$ cat config.mk
export PLATFORM = sky130hd
export DESIGN_NAME = isa_dma_ctrl
export DESIGN_NICKNAME = d
export VERILOG_FILES = /design/src/inc/isa_dma_pkg.sv /design/src/inc/dma_fifo_if.sv /design/src/rtl/dma_xfer_fifo.sv /design/src/rtl/isa_dma_ctrl.sv
export SDC_FILE = /design/constraint.sdc
export NUM_CORES = 1
export LEC_CHECK = 0
export BUFFER_PORTS_ARGS = -buffer_cell sky130_fd_sc_hd__clkbuf_2
export CAP_MARGIN = 20
export CORE_MARGIN = 8
export CORE_UTILIZATION = 40
export CTS_BUF_LIST = sky130_fd_sc_hd__clkbuf_8
export DETAILED_ROUTE_END_ITERATION = 7
export PLACE_DENSITY_LB_ADDON = 0.2
export SETUP_SLACK_MARGIN = 0.02
export SKIP_LAST_GASP = 1
export SLEW_MARGIN = 20
export SYNTH_ARGS = -nofsm -noshare
export SYNTH_HDL_FRONTEND = slang
export SYNTH_HIERARCHICAL = 1
export SYNTH_SLANG_ARGS = --single-unit
$ cat constraint.sdc
create_clock -name clk_i -period 8.2 [get_ports clk_i]
set_clock_uncertainty 0.15 [all_clocks]
set_input_delay 0.82 -clock clk_i [delete_from_list [all_inputs] [get_ports clk_i]]
set_output_delay 0.82 -clock clk_i [all_outputs]
set_load 0.02 [all_outputs]
$ cat src/inc/isa_dma_pkg.sv
// Purpose: shared constants and types for the legacy dma controller pair
// Assumes: byte-wide io port access, 12-bit io address
// Notes: offsets are io port numbers, not byte lanes of a wider bus
package isa_dma_pkg;
  // low controller ports, channels 3..0
  localparam logic [11:0] LO_CHAN_LAST = 12'h007;
  localparam logic [11:0] LO_STATUS_CMD = 12'h008;
  localparam logic [11:0] LO_SW_REQ = 12'h009;
  localparam logic [11:0] LO_SINGLE_MASK = 12'h00a;
  localparam logic [11:0] LO_MODE = 12'h00b;
  localparam logic [11:0] LO_CLR_PTR = 12'h00c;
  localparam logic [11:0] LO_MASTER_CLR = 12'h00d;
  localparam logic [11:0] LO_CLR_MASKS = 12'h00e;
  localparam logic [11:0] LO_WR_MASKS = 12'h00f;
  // high controller ports, channels 7..4
  localparam logic [7:0] HI_CHAN_PAGE = 8'h0c;
  localparam logic [11:0] HI_STATUS_CMD = 12'h0d0;
  localparam logic [11:0] HI_SW_REQ = 12'h0d2;
  localparam logic [11:0] HI_SINGLE_MASK = 12'h0d4;
  localparam logic [11:0] HI_MODE = 12'h0d6;
  localparam logic [11:0] HI_CLR_MASKS = 12'h0dc;
  // command register bit positions
  localparam int CMD_GRANT_HIGH = 7;
  localparam int CMD_REQ_LOW = 6;
  localparam int CMD_EXT_WRITE = 5;
  localparam int CMD_ROTATE = 4;
  localparam int CMD_COMPRESS = 3;
  localparam int CMD_ENABLE = 2;
  // request / mask / mode write fields
  localparam int SEL_SET_BIT = 2;
  localparam int MODE_DECR = 5;
  localparam int MODE_AUTO = 4;
  // reset values
  localparam logic [7:0] CMD_RESET = 8'h00;
  localparam logic [5:0] MODE_RESET = 6'h00;
  localparam logic [3:0] MASK_RESET = 4'hf;
  localparam logic [15:0] WORD_RESET = 16'h0000;
  // idle cycles between transfers in normal timing
  localparam logic [1:0] GAP_NORMAL = 2'h1;
  // transfer fifo shape: {chan, to_memory, address}
  localparam int FIFO_WIDTH = 19;
  localparam int FIFO_DEPTH = 8;
  typedef enum logic [1:0]
  {
    STYLE_DEMAND = 2'b00,
    STYLE_SINGLE = 2'b01,
    STYLE_BLOCK = 2'b10,
    STYLE_CASCADE = 2'b11
  } style_t;
  typedef enum logic [1:0]
  {
    KIND_VERIFY = 2'b00,
    KIND_WRITE = 2'b01,
    KIND_READ = 2'b10,
    KIND_RESERVED = 2'b11
  } kind_t;
endpackage

$ cat src/inc/dma_fifo_if.sv
// Purpose: carrier between the dma engine and its transfer fifo
// Assumes: single clock, valid/ready on both sides
// Notes: user side fills and drains, store side is the fifo itself
`timescale 1ns/100ps
interface dma_fifo_if #(parameter int WIDTH = 19);
  logic in_valid;
  logic in_ready;
  logic [WIDTH-1:0] in_data;
  logic out_valid;
  logic out_ready;
  logic [WIDTH-1:0] out_data;
  modport user
  (
    output in_valid, in_data, out_ready,
    input in_ready, out_valid, out_data
  );
  modport store
  (
    input in_valid, in_data, out_ready,
    output in_ready, out_valid, out_data
  );
endinterface

$ cat src/rtl/dma_xfer_fifo.sv
// Purpose: small synchronous fifo for issued transfers
// Assumes: one clock, push and pop may happen in the same cycle
// Notes: read data come straight from the storage flops
`timescale 1ns/100ps
module dma_xfer_fifo
#(
  parameter int WIDTH = 19,
  parameter int DEPTH = 8
)
(
  // clock and reset
  input wire logic clk_i,
  input wire logic rstn_i,
  // both sides
  dma_fifo_if.store port
);
  localparam int AW = $clog2(DEPTH);
  logic [WIDTH-1:0] mem [DEPTH];
  logic [AW:0] wr_ptr;
  logic [AW:0] rd_ptr;
  logic push;
  logic pop;

  ////////////////////////////////////////////////////////////////////////
  // full when pointers differ only in the wrap bit
  assign port.in_ready = (wr_ptr ^ rd_ptr) != {1'b1, {AW{1'b0}}};
  assign port.out_valid = wr_ptr != rd_ptr;
  assign port.out_data = mem[rd_ptr[AW-1:0]];
  assign push = port.in_valid && port.in_ready;
  assign pop = port.out_valid && port.out_ready;

  // pointers
  always_ff @(posedge clk_i or negedge rstn_i)
  begin
    if (!rstn_i)
    begin
      wr_ptr <= '0;
      rd_ptr <= '0;
    end
    else
    begin
      if (push)
        wr_ptr <= wr_ptr + 1'b1;
      if (pop)
        rd_ptr <= rd_ptr + 1'b1;
    end
  end

  // storage, no reset needed since empty guards it
  always_ff @(posedge clk_i)
  begin
    if (push)
      mem[wr_ptr[AW-1:0]] <= port.in_data;
  end
endmodule

$ cat src/rtl/isa_dma_ctrl.sv
// Purpose: legacy dma controller pair, io registers and channel engine
// Assumes: one-cycle io_wr_i / io_rd_i strobes per byte access
// Notes: only the low controller moves data; channel 4 is cascade only
// Behaviour
// - registers live at io ports 000h..00fh and 0c0h..0dch, accessed one byte each
// - address and count are 16 bits, written low byte then high byte
// - clear byte pointer write makes next low controller access hit the low byte
// - low status read gives requests in 7..4, counts exhausted in 3..0
// - low command write sets polarities, write style, priority, timing, enable
// - command bit 7 low gives active low grant, high gives active high
// - software request port sets or clears chosen channel request
// - single mask port masks or unmasks one channel; masked never picked, one in service ends after its next step, a cascade one at once
// - mode port stores mode for the chosen channel only
// - mode bits 7:6 pick demand, single, block or cascade transfers
// - mode bit 5 picks increment or decrement of the current address
// - auto-init reloads address and count when the count runs out
// - type bits: verify moves nothing, write to memory, read from memory
// - master clear returns the low controller to reset, except its address and count words and the transfers queued in the fifo
// - clear mask port unmasks all four low channels
// - write mask port loads all four low masks at once
// - channel 4 address and count exist but never drive a transfer
// - channels 5 to 7 accept control writes yet move no data
// - high status gives software requests 7..5 in 7..5, zeros in 4..0
// - high command port has the same layout, for channels 7..4
`timescale 1ns/100ps
module isa_dma_ctrl
  import isa_dma_pkg::*;
(
  // clock and reset
  input wire logic clk_i,
  input wire logic rstn_i,
  // io port access
  input wire logic [11:0] io_addr_i,
  input wire logic io_wr_i,
  input wire logic io_rd_i,
  input wire logic [7:0] io_wdata_i,
  output logic [7:0] io_rdata_o,
  // peripheral handshake
  input wire logic [3:0] transfer_request_line_i,
  output logic [3:0] transfer_grant_o,
  output logic count_exhausted_o,
  output logic extended_write_o,
  // issued transfers
  output logic xfer_valid_o,
  input wire logic xfer_ready_i,
  output logic [15:0] xfer_addr_o,
  output logic [1:0] xfer_chan_o,
  output logic xfer_to_memory_o
);
  typedef enum logic [1:0]
  {
    ST_IDLE = 2'b00,
    ST_MOVE = 2'b01,
    ST_GAP = 2'b11
  } state_t;

  // pick first requesting channel, searching upward from start
  function automatic logic [1:0] pick(input logic [3:0] req,
                                      input logic [1:0] start);
    logic [1:0] idx;
    logic [1:0] found;
    found = start;
    for (int i = 3; i >= 0; i--)
    begin
      idx = start + 2'(i);
      if (req[idx])
        found = idx;
    end
    return found;
  endfunction

  // select one byte of a word by the byte pointer
  function automatic logic [7:0] byte_of(input logic [15:0] w,
                                         input logic hi);
    return hi ? w[15:8] : w[7:0];
  endfunction

  ////////////////////////////////////////////////////////////////////////
  // state
  logic [3:0] req_meta;
  logic [3:0] req_sync;
  logic [7:0] lo_cmd;
  logic [7:0] hi_cmd;
  logic [3:0] lo_mask;
  logic [3:0] hi_mask;
  logic [3:0] lo_sw_req;
  logic [3:1] hi_sw_req;
  logic [3:0] lo_tc;
  logic [5:0] lo_mode [4];
  logic [5:0] hi_mode [4];
  logic [15:0] base_addr [4];
  logic [15:0] base_count [4];
  logic [15:0] cur_addr [4];
  logic [15:0] cur_count [4];
  logic [15:0] ch4_addr;
  logic [15:0] ch4_count;
  logic lo_ptr;
  logic hi_ptr;
  state_t state;
  logic [1:0] active;
  logic [1:0] last_served;
  logic [1:0] gap_cnt;
  logic keep_going;
  logic [7:0] io_rdata;
  logic tc_pulse;
  // declared early, the engine looks at its ready
  dma_fifo_if #(.WIDTH(FIFO_WIDTH)) fifo ();

  ////////////////////////////////////////////////////////////////////////
  // decode of the io strobes
  logic lo_word_hit;
  logic hi_word_hit;
  logic lo_word_wr;
  logic hi_word_wr;
  logic lo_cmd_wr;
  logic master_clr;
  logic lo_status_rd;
  logic [1:0] lo_word_chan;
  logic [1:0] hi_word_chan;
  assign lo_word_hit = io_addr_i <= LO_CHAN_LAST;
  assign hi_word_hit = io_addr_i[11:4] == HI_CHAN_PAGE && !io_addr_i[0];
  assign lo_word_chan = io_addr_i[2:1];
  assign hi_word_chan = io_addr_i[3:2];
  assign lo_word_wr = io_wr_i && lo_word_hit;
  assign hi_word_wr = io_wr_i && hi_word_hit;
  assign lo_cmd_wr = io_wr_i && io_addr_i == LO_STATUS_CMD;
  assign master_clr = io_wr_i && io_addr_i == LO_MASTER_CLR;
  assign lo_status_rd = io_rd_i && io_addr_i == LO_STATUS_CMD;

  // request pins cross into clk_i before anyone looks at them
  always_ff @(posedge clk_i or negedge rstn_i)
  begin
    if (!rstn_i)
    begin
      req_meta <= 4'h0;
      req_sync <= 4'h0;
    end
    else
    begin
      req_meta <= transfer_request_line_i;
      req_sync <= req_meta;
    end
  end

  ////////////////////////////////////////////////////////////////////////
  // engine view of requests
  logic [3:0] hw_req;
  logic [3:0] pending;
  logic [3:0] eligible;
  logic [1:0] style;
  logic [1:0] kind;
  logic moves_data;
  logic can_step;
  logic step;
  logic at_tc;
  logic finish;
  assign hw_req = req_sync ^ {4{lo_cmd[CMD_REQ_LOW]}};
  assign pending = hw_req | lo_sw_req;
  // masked channels never reach the arbiter
  assign eligible = pending & ~lo_mask & {4{lo_cmd[CMD_ENABLE]}};
  assign style = lo_mode[active][5:4];
  assign kind = lo_mode[active][1:0];
  // verify and the reserved code touch no data path
  assign moves_data = kind == KIND_WRITE || kind == KIND_READ;
  assign can_step = !moves_data || fifo.in_ready;
  assign step = state == ST_MOVE && style != STYLE_CASCADE && can_step;
  assign at_tc = cur_count[active] == WORD_RESET;
  // when to hand the bus back after this step
  always_comb
  begin
    unique case (style)
      STYLE_SINGLE: finish = 1'b1;
      STYLE_BLOCK: finish = at_tc;
      STYLE_DEMAND: finish = at_tc || !hw_req[active];
      STYLE_CASCADE: finish = 1'b1;
    endcase
    if (lo_mask[active] || !lo_cmd[CMD_ENABLE])
      finish = 1'b1;
  end

  // arbiter and service sequence
  always_ff @(posedge clk_i or negedge rstn_i)
  begin
    if (!rstn_i)
    begin
      state <= ST_IDLE;
      active <= 2'h0;
      last_served <= 2'h3;
      gap_cnt <= 2'h0;
      keep_going <= 1'b0;
    end
    else if (master_clr)
    begin
      state <= ST_IDLE;
      active <= 2'h0;
      last_served <= 2'h3;
      gap_cnt <= 2'h0;
      keep_going <= 1'b0;
    end
    else
    begin
      unique case (state)
        ST_IDLE:
          if (|eligible)
          begin
            // rotating starts after the last served channel
            active <= pick(eligible, lo_cmd[CMD_ROTATE] ?
                           last_served + 2'h1 : 2'h0);
            state <= ST_MOVE;
          end
        ST_MOVE:
          if (style == STYLE_CASCADE)
          begin
            // grant simply follows the request, no cycles of our own
            if (!eligible[active])
            begin
              last_served <= active;
              state <= ST_IDLE;
            end
          end
          else if (step)
          begin
            keep_going <= !finish;
            gap_cnt <= GAP_NORMAL;
            if (finish)
              last_served <= active;
            if (lo_cmd[CMD_COMPRESS])
              state <= finish ? ST_IDLE : ST_MOVE;
            else
              state <= ST_GAP;
          end
        ST_GAP:
          if (gap_cnt <= 2'h1)
            state <= keep_going ? ST_MOVE : ST_IDLE;
          else
            gap_cnt <= gap_cnt - 2'h1;
        default:
          state <= ST_IDLE;
      endcase
    end
  end

  ////////////////////////////////////////////////////////////////////////
  // low controller address and count words
  always_ff @(posedge clk_i or negedge rstn_i)
  begin
    if (!rstn_i)
    begin
      for (int i = 0; i < 4; i++)
      begin
        base_addr[i] <= WORD_RESET;
        base_count[i] <= WORD_RESET;
        cur_addr[i] <= WORD_RESET;
        cur_count[i] <= WORD_RESET;
      end
    end
    else if (lo_word_wr)
    begin
      // low byte first, then high byte, into base and current
      if (io_addr_i[0])
      begin
        if (lo_ptr)
          base_count[lo_word_chan][15:8] <= io_wdata_i;
        else
          base_count[lo_word_chan][7:0] <= io_wdata_i;
        if (lo_ptr)
          cur_count[lo_word_chan][15:8] <= io_wdata_i;
        else
          cur_count[lo_word_chan][7:0] <= io_wdata_i;
      end
      else
      begin
        if (lo_ptr)
          base_addr[lo_word_chan][15:8] <= io_wdata_i;
        else
          base_addr[lo_word_chan][7:0] <= io_wdata_i;
        if (lo_ptr)
          cur_addr[lo_word_chan][15:8] <= io_wdata_i;
        else
          cur_addr[lo_word_chan][7:0] <= io_wdata_i;
      end
    end
    else if (step)
    begin
      // stored mode drops the two select bits, so fields sit 2 lower
      if (at_tc && lo_mode[active][MODE_AUTO - 2])
      begin
        cur_addr[active] <= base_addr[active];
        cur_count[active] <= base_count[active];
      end
      else
      begin
        // count wraps past zero, one more transfer than programmed
        cur_count[active] <= cur_count[active] - 16'h0001;
        if (lo_mode[active][MODE_DECR - 2])
          cur_addr[active] <= cur_addr[active] - 16'h0001;
        else
          cur_addr[active] <= cur_addr[active] + 16'h0001;
      end
    end
  end

  // byte pointers, one per controller
  always_ff @(posedge clk_i or negedge rstn_i)
  begin
    if (!rstn_i)
    begin
      lo_ptr <= 1'b0;
      hi_ptr <= 1'b0;
    end
    else
    begin
      if ((io_wr_i && io_addr_i == LO_CLR_PTR) || master_clr)
        lo_ptr <= 1'b0;
      else if ((io_wr_i || io_rd_i) && lo_word_hit)
        lo_ptr <= !lo_ptr;
      if ((io_wr_i || io_rd_i) && hi_word_hit)
        hi_ptr <= !hi_ptr;
    end
  end

  ////////////////////////////////////////////////////////////////////////
  // low controller command, masks, modes, software requests
  always_ff @(posedge clk_i or negedge rstn_i)
  begin
    if (!rstn_i)
    begin
      lo_cmd <= CMD_RESET;
      lo_mask <= MASK_RESET;
      lo_sw_req <= 4'h0;
      for (int i = 0; i < 4; i++)
        lo_mode[i] <= MODE_RESET;
    end
    else if (master_clr)
    begin
      lo_cmd <= CMD_RESET;
      lo_mask <= MASK_RESET;
      lo_sw_req <= 4'h0;
      for (int i = 0; i < 4; i++)
        lo_mode[i] <= MODE_RESET;
    end
    else
    begin
      if (lo_cmd_wr)
        lo_cmd <= io_wdata_i;
      if (io_wr_i && io_addr_i == LO_SINGLE_MASK)
        lo_mask[io_wdata_i[1:0]] <= io_wdata_i[SEL_SET_BIT];
      else if (io_wr_i && io_addr_i == LO_CLR_MASKS)
        lo_mask <= 4'h0;
      else if (io_wr_i && io_addr_i == LO_WR_MASKS)
        lo_mask <= io_wdata_i[3:0];
      if (io_wr_i && io_addr_i == LO_MODE)
        lo_mode[io_wdata_i[1:0]] <= io_wdata_i[7:2];
      // a software request is spent once its count runs out
      if (step && at_tc)
        lo_sw_req[active] <= 1'b0;
      if (io_wr_i && io_addr_i == LO_SW_REQ)
        lo_sw_req[io_wdata_i[1:0]] <= io_wdata_i[SEL_SET_BIT];
    end
  end

  // count exhausted flags; an expiry in the read cycle survives
  always_ff @(posedge clk_i or negedge rstn_i)
  begin
    if (!rstn_i)
    begin
      lo_tc <= 4'h0;
      tc_pulse <= 1'b0;
    end
    else if (master_clr)
    begin
      lo_tc <= 4'h0;
      tc_pulse <= 1'b0;
    end
    else
    begin
      tc_pulse <= step && at_tc;
      for (int i = 0; i < 4; i++)
      begin
        if (step && at_tc && active == 2'(i))
          lo_tc[i] <= 1'b1;
        else if (lo_status_rd)
          lo_tc[i] <= 1'b0;
      end
    end
  end

  ////////////////////////////////////////////////////////////////////////
  // high controller: channel 4 words kept, 5..7 accepted and dropped
  always_ff @(posedge clk_i or negedge rstn_i)
  begin
    if (!rstn_i)
    begin
      ch4_addr <= WORD_RESET;
      ch4_count <= WORD_RESET;
      hi_cmd <= CMD_RESET;
      hi_mask <= MASK_RESET;
      hi_sw_req <= 3'h0;
      for (int i = 0; i < 4; i++)
        hi_mode[i] <= MODE_RESET;
    end
    else
    begin
      if (hi_word_wr && hi_word_chan == 2'h0 && !io_addr_i[1])
      begin
        if (hi_ptr)
          ch4_addr[15:8] <= io_wdata_i;
        else
          ch4_addr[7:0] <= io_wdata_i;
      end
      if (hi_word_wr && hi_word_chan == 2'h0 && io_addr_i[1])
      begin
        if (hi_ptr)
          ch4_count[15:8] <= io_wdata_i;
        else
          ch4_count[7:0] <= io_wdata_i;
      end
      if (io_wr_i && io_addr_i == HI_STATUS_CMD)
        hi_cmd <= io_wdata_i;
      if (io_wr_i && io_addr_i == HI_SINGLE_MASK)
        hi_mask[io_wdata_i[1:0]] <= io_wdata_i[SEL_SET_BIT];
      else if (io_wr_i && io_addr_i == HI_CLR_MASKS)
        hi_mask <= 4'h0;
      if (io_wr_i && io_addr_i == HI_MODE)
        hi_mode[io_wdata_i[1:0]] <= io_wdata_i[7:2];
      // select 00 is illegal here and ignored
      if (io_wr_i && io_addr_i == HI_SW_REQ && io_wdata_i[1:0] != 2'h0)
        hi_sw_req[io_wdata_i[1:0]] <= io_wdata_i[SEL_SET_BIT];
    end
  end

  ////////////////////////////////////////////////////////////////////////
  // read data, registered one cycle after the strobe
  always_comb
  begin
    io_rdata = 8'h00;
    if (lo_word_hit)
      io_rdata = byte_of(io_addr_i[0] ? cur_count[lo_word_chan] :
                         cur_addr[lo_word_chan], lo_ptr);
    else if (hi_word_hit && hi_word_chan == 2'h0)
      io_rdata = byte_of(io_addr_i[1] ? ch4_count : ch4_addr, hi_ptr);
    else if (io_addr_i == LO_STATUS_CMD)
      io_rdata = {pending, lo_tc};
    else if (io_addr_i == HI_STATUS_CMD)
      io_rdata = {hi_sw_req, 5'h00};
  end

  always_ff @(posedge clk_i or negedge rstn_i)
  begin
    if (!rstn_i)
      io_rdata_o <= 8'h00;
    else if (io_rd_i)
      io_rdata_o <= io_rdata;
  end

  ////////////////////////////////////////////////////////////////////////
  // transfer fifo: stalls the engine when the sink backs up
  assign fifo.in_valid = step && moves_data;
  assign fifo.in_data = {active, kind == KIND_WRITE, cur_addr[active]};
  assign fifo.out_ready = xfer_ready_i;

  dma_xfer_fifo #(.WIDTH(FIFO_WIDTH), .DEPTH(FIFO_DEPTH)) u_fifo
  (
    .clk_i(clk_i),
    .rstn_i(rstn_i),
    .port(fifo.store)
  );

  assign xfer_valid_o = fifo.out_valid;
  assign xfer_chan_o = fifo.out_data[18:17];
  assign xfer_to_memory_o = fifo.out_data[16];
  assign xfer_addr_o = fifo.out_data[15:0];

  // grant pins, polarity from command bit 7
  logic [3:0] grant_raw;
  assign grant_raw = (state != ST_IDLE) ? 4'(1 << active) : 4'h0;
  assign transfer_grant_o = grant_raw ^ {4{!lo_cmd[CMD_GRANT_HIGH]}};
  assign count_exhausted_o = tc_pulse;
  assign extended_write_o = lo_cmd[CMD_EXT_WRITE];
endmodule

==> flow_summary.json, run 1 <==
{
  "drive_gt1_frac": 0.2839,
  "dieArea_um2": 74530,
  "synth-edff-count": 152,
  "post-route-period-util": 0.6456,
  "worstHoldStart": "transfer_request_line_i[2]",
  "grt_first_pass_wirelength_um": 119900,
  "avgSynthCellArea_um2": 12.86,
  "nets": 2138,
  "grt_max_degree": 169,
  "syn_nets": 2091,
  "cpPeakStageDelay_ns": 1.04,
  "gp_congestion": 0.9042,
  "fp-row-count": 94,
  "path_clk_slew_ns": 0.06,
  "antenna_found_initial": 3,
  "timing.hold.ws_ns": 0.08045,
  "worstReg2RegStart": "active[0]",
  "drt_wl_total_um": 79180,
  "synth_top_flop_cell": "dfrtp_1",
  "design_area_um2": 29450,
  "drtIter0Drc": 1818,
  "max_freq_ghz": 0.1889,
  "layout_common_cells": "dfrtp_1, mux2_2, edfxtp_1",
  "critPathRequiredTime_ns": 8.63,
  "setup_viol": 0,
  "grt_overflow": 0,
  "cp.buffers_inverters": 0,
  "io_pins": 63,
  "yosysUniqueCellTypes": 80,
  "clock_latency_ns": 0.70,
  "fp.dieH_um": 273.0,
  "rsz0062_at_grt": "false",
  "crit_path_max_fanout": 46,
  "dp_hpwl_um": 50020,
  "first_pass_iters": 8,
  "cts_hold_buf": 1,
  "path_depth": 7,
  "final_max_slew_viol_count": 0,
  "worst_pin_slew_ns": 1.100,
  "postCtsSetupBuffers": 0,
  "io_buffers": 62,
  "cts_made_buffers": 91,
  "synthArstFlopShare": 0.7083,
  "multi_input_area_um2": 11900,
  "area_delta_synth_final_pct": 11.48,
  "critPathKind": "reg -> reg",
  "ff2ff_setup_slack_ns": 2.91,
  "critPathLaunchType": "register",
  "cts_resized": 0,
  "dieWidth_um": 273.0,
  "placed_area_um2": 27580,
  "layout.cells.non_filler": 3035,
  "ctsLongestPathBuffers": 3,
  "slew_headroom": 0.2640,
  "postRouteAntennaNets": 0,
  "first_global_vias": 18811,
  "vias": 18508,
  "rr_worst_depth": 7,
  "coreArea_um2": 65630,
  "yosysSeqAreaShare": 0.5225,
  "htree_levels": 3,
  "min_path_cells": 1,
  "min_path_type": "in -> reg",
  "holdPathEnd": "req_meta[2]",
  "cp-end-kind": "register",
  "start_util": 0.4026,
  "power_density_nw_per_um2": 321.2,
  "nFillCells": 6016,
  "cts_root_buffer": "clkbuf_8",
  "period_needed_ns": 5.294,
  "ir_drop_mv": 0.1247,
  "crit_family": "simple AND/OR/NAND/NOR gates",
  "ys_warn_count": 6,
  "setup-tns-final_ns": 0,
  "run_status": "complete, no violations",
  "viasPerCell": 6.098,
  "regArea_um2": 13820,
  "path_cells": "mux4_1, or4_4, nor2_1, nand2_2, a221oi_1, a211oi_1, o22a_1",
  "rr_endpoint": "cur_addr[63]",
  "dp_slack_ns": 3.020,
  "slowest_stage": "dfrtp_4",
  "synth_area_um2": 26420,
  "hold_viol_final": 0,
  "final.setup.worst_slack_ns": 2.906,
  "drc": 0,
  "arrival_ns": 5.73,
  "tritoncts": "built",
  "placed_cells": 2870,
  "cap_violations": 0,
  "syn_inst": 2054,
  "layout_commonest_cell": "dfrtp_1",
  "grtUsageTotal": 0.2102,
  "ys_seq_elements": 521,
  "leakage_uw": 0.01178,
  "routedWlPerCell_um": 26.09,
  "clock_sinks": 521
}
-- cell families after synthesis --
kind of cell / count (synthesis) / share of synthesized area
flops: 521 / 0.5225
simple gates: 508 / 0.09476
compound gates: 418 / 0.1079
mux: 373 / 0.2255
buf+inv: 181 / 0.02974
xor+xnor: 45 / 0.01577
fa+ha+maj: 8 / 0.003789
-- routing by layer --
| metal | track usage | wire length, um | up-vias | part of all wire |
|---|---|---|---|---|
| met5 | 0 | 12 | - | 0.00015 |
| met4 | 0.07848 | 2757 | 2 | 0.035 |
| met3 | 0.04589 | 5877 | 194 | 0.074 |
| met2 | 0.3266 | 36800 | 783 | 0.46 |
| met1 | 0.2880 | 33730 | 9544 | 0.43 |
| li1 | - | - | 7985 | - |
-- metrics by stage --
step                utilization  power (uW)
floorplan                     -        5974
global placement         0.4203        6979
detailed placement       0.4203        7048
CTS                      0.4484        9496
global route             0.4488        9925
finish                   0.4488        9460
-- sequential cells by signal, indices dropped and copies added, names as in the netlist, 6 cells and up --
register    count
io_rdata_o      8
lo_mode        24
cur_addr       64
ch4_count      16
ch4_addr       16
base_addr      64
lo_cmd          6
u_fifo/mem    152
base_count     64
cur_count      64
-- final cells by class --
class                      count  area share
sequential                   521      0.4691
clock inverter                54     0.01185
antenna                        1  0.00008496
timing repair buffer         114     0.02515
multi-input combinational   1352      0.4040
tap                          864     0.03670
clock buffer                 108     0.05047
inverter                      21    0.002676
-- report_power, final --
group          leakage, uW  total (uW)  switching, uW  internal [uW]
registers          0.00623        3520            357           3160
logic              0.00451        3530           2100           1430
clock network      0.00104        2410           1090           1320
-- worst register-to-register path, delay by kind of cell (launching register included) --
family	cells	cell delay, ns
muxes	1	0.82
AOI/OAI and AO/OA	3	1.09
and+or+nand+nor	3	2.08
DFF	1	1.04
-- how the worst max path moves through the flow --
stage,from,endpoint,slack [ns]
after floorplan,active[0],u_fifo/mem[6][0],1.73
after global placement,active[0],cur_addr[47],3.23
after detailed placement,active[0],cur_addr[63],3.02
after CTS,active[0],cur_addr[63],2.98
after global routing,active[0],cur_addr[63],2.69
final,active[0],cur_addr[63],2.91
-- synthesized netlist by cell type, drive strengths merged (39+ instances only) --
master  number  area [um^2]
dfrtp      363         9084
mux2       178         2004
mux4       156         3562
edfxtp     152         4564
nand2      141        531.8
nor2       138        534.3
clkbuf     110        414.1
o21ai      102        510.5
a21oi       81        405.4
nand3       54        275.3
buf         50        292.8
o21a        47        352.8
o221ai      41        359.1
mux2i       39        390.4
No activity file was read; power rests on OpenSTA's default activity.
==> run 2, diff against run 1 <==
Settings changed: ABC_AREA set to 1.
Clock period 8.2 ns to 5 ns, I/O delays scaled along.
==> flow_summary.json, run 2 <==
{
  "synth_common_cells": "nand2_1, nor2_1, dfrtp_1",
  "tritoncts": "built",
  "drive_gt1_frac": 0.09029,
  "p_switching_uw": 4470,
  "arrival_ns": 4.52,
  "placed_cells": 4435,
  "ff2ff_setup_slack_ns": 0.93,
  "critPathKind": "reg -> reg",
  "avgSynthCellArea_um2": 7.825,
  "final_max_slew_viol_count": 0,
  "area_delta_synth_final_pct": 12.01,
  "highest_layer": "met5",
  "layout_common_cells": "nand2_1, nor2_1, dfrtp_1",
  "grt_first_pass_wirelength_um": 152100,
  "synth_top_area_frac": 0.3284,
  "slew_headroom": 0.1529,
  "rr_endpoint": "lo_sw_req[1]",
  "clock_latency_ns": 0.72,
  "cts_resized": 0,
  "seqPwrFrac": 0.391,
  "p_sw_frac": 0.3647,
  "nFillCells": 6982,
  "slowest_stage": "dfrtp_1",
  "p_comb_frac": 0.277,
  "syn_nets": 3572,
  "synth_area_um2": 27660,
  "yosysSeqAreaShare": 0.4991,
  "crit_path_max_fanout": 29,
  "cp.buffers_inverters": 4,
  "cpPeakStageDelay_ns": 0.66,
  "grt_max_degree": 102,
  "cts_root_buffer": "clkbuf_8",
  "cp-end-kind": "register",
  "htree_levels": 3,
  "dp_hpwl_um": 67290,
  "worstHoldStart": "io_addr_i[4]",
  "dr_wl_met3_um": 9468,
  "synth_top_flop_cell": "dfrtp_1",
  "dieWidth_um": 279.0,
  "start_util": 0.4033,
  "antenna_found_initial": 2,
  "clkPwrFrac": 0.333,
  "worst_pin_slew_ns": 1.255,
  "vias": 25399,
  "coreArea_um2": 68590,
  "first_pass_iters": 6,
  "crit_family": "simple AND/OR/NAND/NOR gates",
  "cts_made_buffers": 92,
  "yosysUniqueCellTypes": 56,
  "clock_sinks": 521,
  "ir_drop_mv": 0.2559,
  "postCtsSetupBuffers": 0,
  "yosys.cell_count.top_type": "nand2_1",
  "grt_overflow": 0,
  "hold_viol_final": 0,
  "grtUsageTotal": 0.2526,
  "power_density_nw_per_um2": 395.6,
  "rr_worst_depth": 15,
  "min_path_cells": 4,
  "post-route-period-util": 0.8148,
  "nets": 3648,
  "run_status": "complete, no violations",
  "setup_viol": 0,
  "holdPathEnd": "hi_ptr",
  "yosysTopAreaCell": "dfrtp_1",
  "gp_congestion": 0.9994,
  "dieArea_um2": 77820,
  "met2WireLength_um": 43310,
  "rsz0062_at_grt": "false",
  "wl_met1_um": 43160,
  "layout_commonest_cell": "nand2_1",
  "regArea_um2": 13810,
  "syn_inst": 3535,
  "critPathLaunchType": "register",
  "first_global_vias": 24395,
  "synthTopCellsByArea": "dfrtp_1, edfxtp_1, nand2_1",
  "drt_wl_total_um": 99980,
  "fp-row-count": 96,
  "synthArstFlopShare": 0.7083,
  "largest_register_ffs": 152,
  "drc": 0,
  "multi_input_area_um2": 11900,
  "setup-tns-final_ns": 0,
  "ys_seq_elements": 521,
  "drtIter0Drc": 2904,
  "worstReg2RegStart": "active[1]",
  "max_freq_ghz": 0.2455,
  "ys_warn_count": 6,
  "path_cells": "buf_12, inv_2, nand2_2, o22ai_1, nor3_2, ha_1, inv_1, nor2_1, nand2_1, nor2_2, nand2_1, nor2_1, inv_1, o21ai_0, o21ai_0",
  "io_buffers": 62,
  "period_needed_ns": 4.074,
  "critPathRequiredTime_ns": 5.44,
  "p_int_uw": 7787,
  "path_clk_slew_ns": 0.06,
  "cap_violations": 0,
  "routedWlPerCell_um": 21.64,
  "min_path_type": "in -> reg",
  "viasPerCell": 5.496,
  "layout.cells.non_filler": 4621,
  "io_pins": 63,
  "fp.dieH_um": 279.0,
  "ctsLongestPathBuffers": 3,
  "synth-edff-count": 152,
  "postRouteAntennaNets": 0,
  "leakage_uw": 0.01448
}
## run 2: cell count changes after synthesis, sizes merged, moves of 74 or more
cell	delta
a21boi	+74
nand3	+144
nor2	+402
mux4	-156
nand2	+862
o21ai	+269
inv	+286
mux2	-178
## run 2: layout make-up
cell class	count	share of cell area
Inverter	318	0.03877
Clock buffer	114	0.05064
Multi-Input combinational cell	2535	0.3842
Antenna cell	2	0.0001615
Tap cell	931	0.03760
Sequential cell	521	0.4457
Clock inverter	57	0.01074
Timing Repair Buffer	143	0.03223
## run 2: tightest hold or removal path, delay by kind of cell
family	cells	cell delay [ns]
XOR/XNOR	1	0.09
AO/OA/AOI/OAI	1	0.18
buffers and inverters	1	0.10
AND/OR/NAND/NOR	1	0.07
## run 2: worst max path at each step
stage,cells past startpoint,endpoint,from
6_report,15,lo_sw_req[1],active[1]
5_1_grt,19,cur_addr[14],active[1]
4_1_cts,15,lo_sw_req[1],active[1]
3_5_place_dp,15,lo_sw_req[1],active[1]
3_3_place_gp,15,lo_sw_req[1],active[1]
2_1_floorplan,13,u_fifo/mem[4][0],active[0]
## run 2: through the flow
stage | hold WS (ns) | instance area [um^2] | setup WS, ns | util | total power (uW)
floorplan | 0.05441 | 27660 | 0.8773 | - | 7175
global placement | 0.1846 | 28950 | 1.062 | 0.4220 | 8186
detailed placement | 0.1870 | 28950 | 1.052 | 0.4220 | 8207
CTS | 0.05000 | 30980 | 1.032 | 0.4517 | 12320
global route | 0.09918 | 30980 | 0.6811 | 0.4517 | 12910
finish | 0.1121 | 30980 | 0.9262 | 0.4517 | 12260
## run 2: logic make-up after synthesis
kind of cell             synth area share
AO/OA/AOI/OAI                      0.1584
XOR/XNOR                         0.006650
adder cells (fa/ha/maj)          0.003619
buffers and inverters             0.07183
flip-flops                         0.4991
multiplexers                    0.0003619
AND/OR/NAND/NOR                    0.2600
## run 2: routing by layer
metal	vias to the layer above	GRT usage
met4	2	0.09853
li1	11857	-
met2	1213	0.3849
met3	251	0.06152
met1	12076	0.3452
met5	-	0
## run 2: power by group through the flow
| stage | registers (uW) | logic [uW] | clock network [uW] |
|---|---|---|---|
| floorplan | 4820 | 2360 | 0 |
| global placement | 4860 | 3330 | 0 |
| detailed placement | 4860 | 3350 | 0 |
| CTS | 4780 | 3370 | 4160 |
| global route | 4800 | 3770 | 4340 |
| finish | 4790 | 3390 | 4080 |
## run 2: timing repair
item | 4_1_cts | 5_1_grt
setup endpoints to repair | 0 | 0
hold buffers | 13 | 0
hold endpoints to repair | 124 | 0
